===== src/pkg/lsps_pkg.sv =====
package lsps_pkg;

   // Clock and timing
   localparam int unsigned CLK_PERIOD_NS = 50;
   localparam int unsigned STAGE1_TIME_MS = 25;
   localparam int unsigned STAGE2_TIME_MS = 300;
   localparam int unsigned OC_FILTER_TIME_US = 300;
   localparam int unsigned TURNON_TIME_US = 1;
   localparam int unsigned NS_PER_MS = 1000000;
   localparam int unsigned NS_PER_US = 1000;
   // Least times, rounded up to whole cycles
   localparam int unsigned STAGE1_CYCLES =
      (STAGE1_TIME_MS * NS_PER_MS + CLK_PERIOD_NS - 1) / CLK_PERIOD_NS;
   localparam int unsigned STAGE2_CYCLES =
      (STAGE2_TIME_MS * NS_PER_MS + CLK_PERIOD_NS - 1) / CLK_PERIOD_NS;
   localparam int unsigned OC_FILTER_CYCLES =
      (OC_FILTER_TIME_US * NS_PER_US + CLK_PERIOD_NS - 1) / CLK_PERIOD_NS;
   localparam int unsigned TURNON_CYCLES =
      (TURNON_TIME_US * NS_PER_US + CLK_PERIOD_NS - 1) / CLK_PERIOD_NS;
   localparam int unsigned TIMER_W = 23;

   // Current thresholds, 1 A per code
   localparam logic [7:0] MAJOR_TRIP_AMPS = 8'hA0;
   localparam logic [7:0] LIMIT_STEP_AMPS = 8'h0B;
   localparam logic [3:0] ROTARY_MAX_POS = 4'h9;
   localparam logic [7:0] LIMIT_RESET = 8'h00;

   // Register port
   localparam int unsigned ADDR_W = 4;
   localparam int unsigned DATA_W = 8;
   localparam logic [ADDR_W-1:0] REG_CTRL = 4'h0;
   localparam logic [ADDR_W-1:0] REG_LIMIT = 4'h1;
   localparam logic [ADDR_W-1:0] REG_STATUS = 4'h2;
   localparam logic [ADDR_W-1:0] REG_ERRORS = 4'h3;
   localparam logic [ADDR_W-1:0] REG_ACTIVE_LIMIT = 4'h4;
   localparam int unsigned CTRL_ON_BIT = 0;
   localparam int unsigned CTRL_OFF_BIT = 1;
   localparam int unsigned CTRL_ACK_BIT = 2;

   // Synchronised pin vector layout
   localparam int unsigned PIN_ON_BTN = 0;
   localparam int unsigned PIN_OFF_BTN = 1;
   localparam int unsigned PIN_LIM_SEL = 2;
   localparam int unsigned PIN_VOUT10 = 3;
   localparam int unsigned PIN_VOUT85 = 4;
   localparam int unsigned PIN_ROT_LSB = 5;
   localparam int unsigned PIN_COUNT = 9;

   typedef enum logic [4:0] {
      ST_IDLE = 5'h01,
      ST_STAGE1 = 5'h02,
      ST_STAGE2 = 5'h04,
      ST_SETTLE = 5'h08,
      ST_ON = 5'h10
   } lsps_state_t;

   typedef struct packed {
      logic short_ckt;
      logic capacitance;
      logic overcurrent;
      logic major_overcurrent;
   } lsps_err_t;

   typedef struct packed {
      logic ready;
      logic preload;
      logic on;
      logic short_ckt;
      logic capacitance;
      logic overcurrent;
      logic major_overcurrent;
   } lsps_ind_t;

   typedef struct packed {
      logic [ADDR_W-1:0] addr;
      logic [DATA_W-1:0] wdata;
      logic wr;
      logic rd;
   } lsps_bus_req_t;

endpackage


===== src/logic/lsps_timer.sv =====
`timescale 1ns/1ps
module lsps_timer #(
   parameter int unsigned LIMIT = 1
)
(
   input wire logic ref_clk,
   input wire logic rst_n,
   input wire logic run,
   output logic done
);
   import lsps_pkg::*;

   localparam logic [TIMER_W-1:0] LIMIT_V = LIMIT[TIMER_W-1:0];

   logic [TIMER_W-1:0] count;
   logic [TIMER_W-1:0] next_count;
   wire at_limit = (count == LIMIT_V);

   // Holds at the limit so done stays up until run drops
   assign next_count = !run ? '0 : (at_limit ? count : count + TIMER_W'(1));
   assign done = run & at_limit;

   always_ff @(posedge ref_clk or negedge rst_n)
   begin
      if (!rst_n)
         count <= '0;
      else
         count <= next_count;
   end

endmodule


===== src/logic/lsps_sequencer.sv =====
// Our own choices: the register offsets and the plain strobed port.
`timescale 1ns/1ps
// Operation
// - After 25 ms check output above 10 %
// - Stage-one fail: abort, latch short error
// - Then at 300 ms check output 85 %
// - Stage-two fail: abort, latch capacitance error
// - Close mains only after both stages pass
// - Status high 1 us after gate on
// - Over limit beyond 300 us: trip, latch
// - Far over limit: trip at once, separate error
// - Major trip threshold fixed at 160 A
// - Any error disconnects, lights, reports remotely
// - Latched error blocks on until acknowledged
// - Panel or remote on treated alike
// - Panel or remote off opens switches
// - Rotary selects 0 to 99 A, 11 A steps
// - Remote limit in 1 A steps
// - Select input picks remote limit
// - Pre-load lamp exactly while resistor connected
// - On lamp while mains closed
// - Ready lamp once logic powered
// - No pre-charge for reverse flow
// - Any turn-off discharges gates under 1 us
module lsps_sequencer #(
   parameter int unsigned STAGE1_CYC = lsps_pkg::STAGE1_CYCLES,
   parameter int unsigned STAGE2_CYC = lsps_pkg::STAGE2_CYCLES,
   parameter int unsigned OC_FILTER_CYC = lsps_pkg::OC_FILTER_CYCLES
)
(
   input wire logic ref_clk,
   input wire logic rst_n,
   input wire logic panel_on_btn,
   input wire logic panel_off_btn,
   input wire logic limit_source_select,
   input wire logic [3:0] rotary_pos,
   input wire logic vout_above_10pct,
   input wire logic vout_above_85pct,
   input wire logic [7:0] meas_current,
   input lsps_pkg::lsps_bus_req_t bus_req,
   output logic [lsps_pkg::DATA_W-1:0] rd_data,
   output logic precharge_gate,
   output logic main_gate,
   output logic main_switch_on,
   output logic [7:0] limit_amps,
   output lsps_pkg::lsps_ind_t indicators
);
   import lsps_pkg::*;

   // Pin synchronisers
   logic [PIN_COUNT-1:0] pins_raw;
   logic [PIN_COUNT-1:0] pins_meta;
   logic [PIN_COUNT-1:0] pins_sync;

   assign pins_raw[PIN_ON_BTN] = panel_on_btn;
   assign pins_raw[PIN_OFF_BTN] = panel_off_btn;
   assign pins_raw[PIN_LIM_SEL] = limit_source_select;
   assign pins_raw[PIN_VOUT10] = vout_above_10pct;
   assign pins_raw[PIN_VOUT85] = vout_above_85pct;
   assign pins_raw[PIN_ROT_LSB +: 4] = rotary_pos;

   genvar gi;
   generate
      for (gi = 0; gi < PIN_COUNT; gi++)
      begin : g_sync
         always_ff @(posedge ref_clk or negedge rst_n)
         begin
            if (!rst_n)
            begin
               pins_meta[gi] <= 1'b0;
               pins_sync[gi] <= 1'b0;
            end
            else
            begin
               pins_meta[gi] <= pins_raw[gi];
               pins_sync[gi] <= pins_meta[gi];
            end
         end
      end
   endgenerate

   wire on_btn_lvl = pins_sync[PIN_ON_BTN];
   wire off_btn_lvl = pins_sync[PIN_OFF_BTN];
   wire lim_sel = pins_sync[PIN_LIM_SEL];
   wire vout10_ok = pins_sync[PIN_VOUT10];
   wire vout85_ok = pins_sync[PIN_VOUT85];
   wire [3:0] rot_sync = pins_sync[PIN_ROT_LSB +: 4];

   // Buttons act on the press edge so a held button does not retrigger
   logic on_btn_prev;
   logic off_btn_prev;
   wire on_btn_press = on_btn_lvl & ~on_btn_prev;
   wire off_btn_press = off_btn_lvl & ~off_btn_prev;

   always_ff @(posedge ref_clk or negedge rst_n)
   begin
      if (!rst_n)
      begin
         on_btn_prev <= 1'b0;
         off_btn_prev <= 1'b0;
      end
      else
      begin
         on_btn_prev <= on_btn_lvl;
         off_btn_prev <= off_btn_lvl;
      end
   end

   // Register port decode
   wire wr_ctrl = bus_req.wr & (bus_req.addr == REG_CTRL);
   wire wr_limit = bus_req.wr & (bus_req.addr == REG_LIMIT);
   wire remote_on = wr_ctrl & bus_req.wdata[CTRL_ON_BIT];
   wire remote_off = wr_ctrl & bus_req.wdata[CTRL_OFF_BIT];
   wire remote_ack = wr_ctrl & bus_req.wdata[CTRL_ACK_BIT];

   wire req_on = on_btn_press | remote_on;
   wire req_off = off_btn_press | remote_off;
   wire err_clear = off_btn_press | remote_ack;

   // Current limit selection
   logic [7:0] remote_limit;
   logic [7:0] next_remote_limit;
   assign next_remote_limit = wr_limit ? bus_req.wdata : remote_limit;

   // Rotary bits are synchronised one by one, so a turn can show a mixed code
   // for a cycle; a code is taken only once it reads the same twice running.
   logic [3:0] rot_prev;
   logic [3:0] rot_held;
   logic [3:0] next_rot_held;
   assign next_rot_held = (rot_sync == rot_prev) ? rot_sync : rot_held;

   always_ff @(posedge ref_clk or negedge rst_n)
   begin
      if (!rst_n)
      begin
         rot_prev <= 4'h0;
         rot_held <= 4'h0;
      end
      else
      begin
         rot_prev <= rot_sync;
         rot_held <= next_rot_held;
      end
   end

   // A rotary code beyond the last detent saturates at the top step
   wire [3:0] rot_clamped = (rot_held > ROTARY_MAX_POS) ? ROTARY_MAX_POS : rot_held;
   wire [7:0] rot_pos8 = {4'h0, rot_clamped};
   wire [7:0] rotary_limit = 8'(rot_pos8 * LIMIT_STEP_AMPS);
   wire [7:0] active_limit = lim_sel ? remote_limit : rotary_limit;

   wire over_limit = meas_current > active_limit;
   wire major_trip = meas_current > MAJOR_TRIP_AMPS;

   // Sequencer
   lsps_state_t state;
   lsps_state_t next_state;
   lsps_err_t errors;
   lsps_err_t next_errors;
   lsps_err_t err_set;

   wire in_idle = (state == ST_IDLE);
   wire in_stage1 = (state == ST_STAGE1);
   wire in_stage2 = (state == ST_STAGE2);
   wire in_settle = (state == ST_SETTLE);
   wire in_on = (state == ST_ON);
   wire mains_driven = in_settle | in_on;
   wire any_err = |errors;

   logic stage1_done;
   logic stage2_done;
   logic settle_done;
   logic oc_done;

   // Stage-two timer counts from the start of pre-charge, not from stage two
   lsps_timer #(
      .LIMIT(STAGE1_CYC)
   ) u_stage1_timer (
      .ref_clk(ref_clk),
      .rst_n(rst_n),
      .run(in_stage1),
      .done(stage1_done)
   );

   lsps_timer #(
      .LIMIT(STAGE2_CYC)
   ) u_stage2_timer (
      .ref_clk(ref_clk),
      .rst_n(rst_n),
      .run(in_stage1 | in_stage2),
      .done(stage2_done)
   );

   lsps_timer #(
      .LIMIT(TURNON_CYCLES)
   ) u_settle_timer (
      .ref_clk(ref_clk),
      .rst_n(rst_n),
      .run(in_settle),
      .done(settle_done)
   );

   // Any cycle at or under the limit restarts the persistence window
   lsps_timer #(
      .LIMIT(OC_FILTER_CYC)
   ) u_oc_filter (
      .ref_clk(ref_clk),
      .rst_n(rst_n),
      .run(mains_driven & over_limit),
      .done(oc_done)
   );

   wire fault_trip = (~in_idle & major_trip) | (mains_driven & oc_done);

   always_comb
   begin
      next_state = state;
      case (state)
         ST_IDLE:
         begin
            // A trip already present refuses the start
            if (req_on && !any_err && !major_trip)
               next_state = ST_STAGE1;
         end
         ST_STAGE1:
         begin
            if (req_off || fault_trip)
               next_state = ST_IDLE;
            else if (stage1_done)
               next_state = vout10_ok ? ST_STAGE2 : ST_IDLE;
         end
         ST_STAGE2:
         begin
            if (req_off || fault_trip)
               next_state = ST_IDLE;
            else if (stage2_done)
               next_state = vout85_ok ? ST_SETTLE : ST_IDLE;
         end
         ST_SETTLE:
         begin
            if (req_off || fault_trip)
               next_state = ST_IDLE;
            else if (settle_done)
               next_state = ST_ON;
         end
         ST_ON:
         begin
            if (req_off || fault_trip)
               next_state = ST_IDLE;
         end
         default:
            next_state = ST_IDLE;
      endcase
   end

   // An off request in the deciding cycle wins and no check error is raised
   assign err_set.short_ckt = in_stage1 & stage1_done & ~vout10_ok & ~req_off
                              & ~fault_trip;
   assign err_set.capacitance = in_stage2 & stage2_done & ~vout85_ok & ~req_off
                                & ~fault_trip;
   assign err_set.overcurrent = mains_driven & oc_done;
   assign err_set.major_overcurrent = ~in_idle & major_trip;
   // A fault arriving with the acknowledge stays latched
   assign next_errors = err_set | (errors & ~{4{err_clear}});

   always_ff @(posedge ref_clk or negedge rst_n)
   begin
      if (!rst_n)
      begin
         state <= ST_IDLE;
         errors <= '0;
         remote_limit <= LIMIT_RESET;
      end
      else
      begin
         state <= next_state;
         errors <= next_errors;
         remote_limit <= next_remote_limit;
      end
   end

   // Drive flops load from next_state so gates drop on the deciding edge,
   // one cycle, well inside the gate discharge budget.
   wire next_precharge = (next_state == ST_STAGE1) | (next_state == ST_STAGE2);
   wire next_main = (next_state == ST_SETTLE) | (next_state == ST_ON);
   wire next_main_on = (next_state == ST_ON);

   always_ff @(posedge ref_clk or negedge rst_n)
   begin
      if (!rst_n)
      begin
         precharge_gate <= 1'b0;
         main_gate <= 1'b0;
         main_switch_on <= 1'b0;
         limit_amps <= LIMIT_RESET;
      end
      else
      begin
         // Resistor path is forward only; nothing here serves reverse flow
         precharge_gate <= next_precharge;
         main_gate <= next_main;
         main_switch_on <= next_main_on;
         limit_amps <= active_limit;
      end
   end

   // Indicators
   logic ready_lamp;

   always_ff @(posedge ref_clk or negedge rst_n)
   begin
      if (!rst_n)
         ready_lamp <= 1'b0;
      else
         ready_lamp <= 1'b1;
   end

   assign indicators.ready = ready_lamp;
   assign indicators.preload = precharge_gate;
   assign indicators.on = main_switch_on;
   assign indicators.short_ckt = errors.short_ckt;
   assign indicators.capacitance = errors.capacitance;
   assign indicators.overcurrent = errors.overcurrent;
   assign indicators.major_overcurrent = errors.major_overcurrent;

   // Register readback
   wire [DATA_W-1:0] status_word = {lim_sel, main_switch_on, precharge_gate, state};
   wire [DATA_W-1:0] errors_word = {4'h0, errors};
   logic [DATA_W-1:0] rd_sel;

   always_comb
   begin
      case (bus_req.addr)
         REG_LIMIT: rd_sel = remote_limit;
         REG_STATUS: rd_sel = status_word;
         REG_ERRORS: rd_sel = errors_word;
         REG_ACTIVE_LIMIT: rd_sel = active_limit;
         default: rd_sel = '0;
      endcase
   end

   // Read data stands only in the cycle after the strobe
   always_ff @(posedge ref_clk or negedge rst_n)
   begin
      if (!rst_n)
         rd_data <= '0;
      else
         rd_data <= bus_req.rd ? rd_sel : '0;
   end

endmodule


===== config.mk =====
export PLATFORM = sky130hd
export DESIGN_NAME = lsps_sequencer
export DESIGN_NICKNAME = d
export VERILOG_FILES = /design/src/pkg/lsps_pkg.sv /design/src/logic/lsps_timer.sv /design/src/logic/lsps_sequencer.sv
export SDC_FILE = /design/constraint.sdc
export NUM_CORES = 1
export LEC_CHECK = 0
export BUFFER_PORTS_ARGS = -buffer_cell sky130_fd_sc_hd__buf_2
export CELL_PAD_IN_SITES_DETAIL_PLACEMENT = 0
export CELL_PAD_IN_SITES_GLOBAL_PLACEMENT = 1
export CORE_UTILIZATION = 40
export DETAILED_ROUTE_END_ITERATION = 10
export PLACE_DENSITY_LB_ADDON = 0.12
export RECOVER_POWER = 25
export SYNTH_ARGS = -nofsm -noshare
export SYNTH_HDL_FRONTEND = slang
export SYNTH_SLANG_ARGS = --single-unit

===== constraint.sdc =====
create_clock -name ref_clk -period 6.12 [get_ports ref_clk]
set_clock_uncertainty 0.15 [all_clocks]
set_input_delay 1.224 -clock ref_clk [delete_from_list [all_inputs] [get_ports ref_clk]]
set_output_delay 1.224 -clock ref_clk [all_outputs]
set_load 0.02 [all_outputs]

==> metrics.md <==
| Metric | Value |
|---|---|
| Fmax | 216 MHz |
| Fin. max-slew vios | 54 |
| Final #Nets | 857 |
| Post-synth top area cell | dfrtp_1 |
| Leak | 3.77 nW |
| DRC Markers | 0 |
| Vias | 5,350 |
| Post-CTS Repair Setup Buffers | 0 |
| Fill cell count | 1,781 |
| Synth Net Count | 795 |
| PostCTS Resize Cnt | 0 |
| Yosys warns | 0 |
| Mux cell area share after synthesis | 3.00% |
| Simple-gate share of the synthesized area | 23.3% |
| Power per cell area | 292 mW/mm2 |
| Primary FF master, synth | dfrtp_1 |
| I/O Pins | 59 |
| Dpl cells | 1,042 |
| Max Cap Viol | 1 |
| Initial Util | 41.0% |
| Critical path capture point | u_oc_filter.count[22]$_DFFE_PN0P_ |
| Sw Ratio | 29.2% |
| Flop-to-flop setup slack | 1.50 ns |
| GRT busiest layer | met2 |
| Sinks on Clock Net | 157 |
| Post-synth EDFFs | 0 |
| Sequential share of the synthesized area | 50.9% |
| Gpl congestion | 0.795 |
| Synth async-reset ratio | 100% |
| # H-tree levels | 4 |
| Total grt overflow | 0 |
| Worst setup SP type | flop |
| Outcome | finished with violations |
| Vias in the first global route | 5,582 |
| Placed cell area | 0.00826 mm2 |
| Net load switching power | 0.000747 W |
| Final min period | 4.62 ns |
| Final setup viols | 0 |
| Post-Synth XOR/XNOR Area | 10.6% |
| Total CTS buffers | 17 |
| CTS clock-pin slew for the worst setup and hold paths | 0.06 ns |
| Mapped Avg Cell Area | 10.4 um2 |
| Area growth syn-to-layout | 13.8% |
| Post-DP HPWL | 11,400 um |
| First-pass DRT Iterations | 5 |
| Worst Path Required | 6.26 ns |
| Post-synth top area share | 50.6% |
| Crit path from | rot_held[3]$_DFFE_PN0N_ |
| Failing checks | capacitance limit, slew limit |
| Logic gate share of total power | 17.9% |
| Grt met1 use | 22.9% |
| Final hold vios | 0 |
| Cells after Synth | 739 |
| Count leader, synth | dfrtp_1 |
| Setup crit end kind | flop |
| Non-filler instance count after layout | 1,073 |
| Flops & latches, synth | 157 |
| Largest fanout on the critical path | 23 |
| Synth top cells by count | 156 x dfrtp_1, 104 x nor2_1, 66 x xor2_1 |
| DIE AREA | 0.0199 mm2 |
| Worst r2r dst | u_oc_filter.count[22]$_DFFE_PN0P_ |
| Sum of negative setup slack | 0 ns |
| Synth Area in Compound Gates | 5.41% |
| Int Pwr | 0.00181 W |
| Core outline area | 0.0188 mm2 |
| Largest cells by area after synthesis | dfrtp_1 51%, xor2_1 7.5%, nor2_1 5.1%, ha_1 3.6%, xnor2_1 2.9% |
| Clock buffer depth | 2 |
| Mapped cell area | 0.00772 mm2 |
| Total Wirelength | 16,000 um |
| Share of cells above drive strength 1 | 17.3% |
| Vias per cell | 4.99 |
| Site Rows | 50 |
| Critical path arrival | 4.76 ns |
| Fin crit share | 75.6% |
| Worst-Margin Slew | 2.78 ns |
| Design area | 0.00878 mm2 |
| Antenna violations before repair | 0 |
| FF-to-FF Start | rot_held[3]$_DFFE_PN0N_ |
| Post-CTS Hold Buffers | 0 |
| Port bufs | 58 |
| Largest net degree at the start of global routing | 59 |
| Sequential Power Share | 44.6% |
| Hold WC Path Type | flop to flop |
| Die width | 141 um |
| Worst-skew pair later-pin latency | 0.42 ns |
| CTS tree | yes |
| Post-DR wirelength/cell | 14.9 um |
| Synth cell types | 63 |
| R2R depth | 18 |
| Root Buffer | clkbuf_16 |
| GR Layer Usage met2 | 28.7% |
| Worst Path Class, Setup | flop to flop |
| Synth Area in Adders | 3.95% |
| Combinational family with the most area after synthesis | simple AND/OR/NAND/NOR gates |
| Total track usage | 17.3% |
| Initial detailed-routing violation count | 253 |
| ANT cells | 0 |
| Clock network fraction of total power | 37.4% |
| Worst IR drop on VDD | 175 uV |
| Detail Route Antenna Nets | 0 |
| Die height | 141 um |
| RSZ-0062 raised after global routing | false |
| Power Total | 0.00256 W |
| Relative slew slack | -85.2% |
| GRT met3 Usage | 4.18% |
| First-pass GRT wire length | 27,300 um |
-- cell families (layout without fill, tap and decap cells) --
kind of cell | after synthesis | after routing
AND/OR/NAND/NOR | 340 | 340
flip-flops | 157 | 157
XOR/XNOR | 93 | 93
AO/OA/AOI/OAI | 59 | 59
buffers and inverters | 44 | 118
adder cells (fa/ha/maj) | 24 | 24
multiplexers | 21 | 21
other | 1 | 1
-- sequential cells by signal, indices dropped and copies added, names as in the netlist, 5 cells and up --
name,count
u_stage1_timer.count,23
u_settle_timer.count,23
pins_meta,9
rd_data,8
u_stage2_timer.count,23
u_oc_filter.count,23
remote_limit,8
state,5
limit_amps,8
-- power by group through the flow --
| stage | Combinational (W) | Sequential (W) | Clock [W] |
|---|---|---|---|
| 6_report | 0.000459 | 0.00114 | 0.000959 |
| 4_1_cts | 0.000471 | 0.00114 | 0.000993 |
| 3_3_place_gp | 0.000454 | 0.00116 | 0 |
| 2_1_floorplan | 0.000309 | 0.00118 | 0 |
| 5_1_grt | 0.000513 | 0.00115 | 0.00104 |
| 3_5_place_dp | 0.000465 | 0.00116 | 0 |
-- per-layer routing --
metal / wire, um / vias up / share of wire [%]
met4: 105 / 0 / 0.66
met3: 483 / 9 / 3.0
met5: 0 / - / 0
met2: 7640 / 73 / 48
li1: - / 2640 / -
met1: 7780 / 2628 / 49
-- how the worst min path moves through the flow --
stage                           start                     end  depth (start not counted)
2_1_floorplan  pins_meta[2]$_DFF_PN0_       lim_sel$_DFF_PN0_                          0
3_3_place_gp   pins_meta[8]$_DFF_PN0_  pins_sync[8]$_DFF_PN0_                          0
3_5_place_dp   pins_meta[7]$_DFF_PN0_  pins_sync[7]$_DFF_PN0_                          0
4_1_cts        pins_meta[7]$_DFF_PN0_  pins_sync[7]$_DFF_PN0_                          0
5_1_grt        pins_meta[6]$_DFF_PN0_  pins_sync[6]$_DFF_PN0_                          0
6_report       pins_meta[7]$_DFF_PN0_  pins_sync[7]$_DFF_PN0_                          0
-- area by class of cell --
class	instances	area [um2]	area share [%]
clock buffers	18	439	5.00
clock inverters	13	93.8	1.07
inverters	24	90.1	1.03
multi-input cells	538	3580	40.8
flip-flops and latches	157	3930	44.7
well taps	260	325	3.70
repair buffers	63	323	3.67
-- through the flow --
stage | setup WS, ns | hold slack [ns] | util [%]
global route | 1.17 | 0.208 | 46.7
global placement | 1.68 | 0.183 | 43.9
finish | 1.50 | 0.199 | 46.7
floorplan | 2.09 | 0.181 | -
detailed placement | 1.52 | 0.186 | 43.9
CTS | 1.49 | 0.200 | 46.7
-- cells in the final DEF (no fill, tap or decap), types with 21 or more instances in the layout --
master   instances
xor2_1          66
ha_1            22
buf_2           57
nor2_1         104
inv_1           24
nand3_1         36
dfrtp_1        156
nand2_1         58
xnor2_1         26
and3_1          21
-- critical path, stage by stage (launching register included) --
cell	delay (ns)
dfrtp_1	0.51
o21ai_0	0.14
nand2b_1	0.14
ha_1	0.25
ha_1	0.31
inv_1	0.06
fa_1	0.46
xor2_1	0.18
o21ai_0	0.30
inv_1	0.09
ha_1	0.30
and3_1	0.20
o21ai_0	0.07
nand3_1	0.13
maj3_1	0.37
a41o_1	0.27
o311ai_4	0.07
buf_4	0.38
nor2_1	0.10
Note: power is estimated with default switching activity, not from simulation.
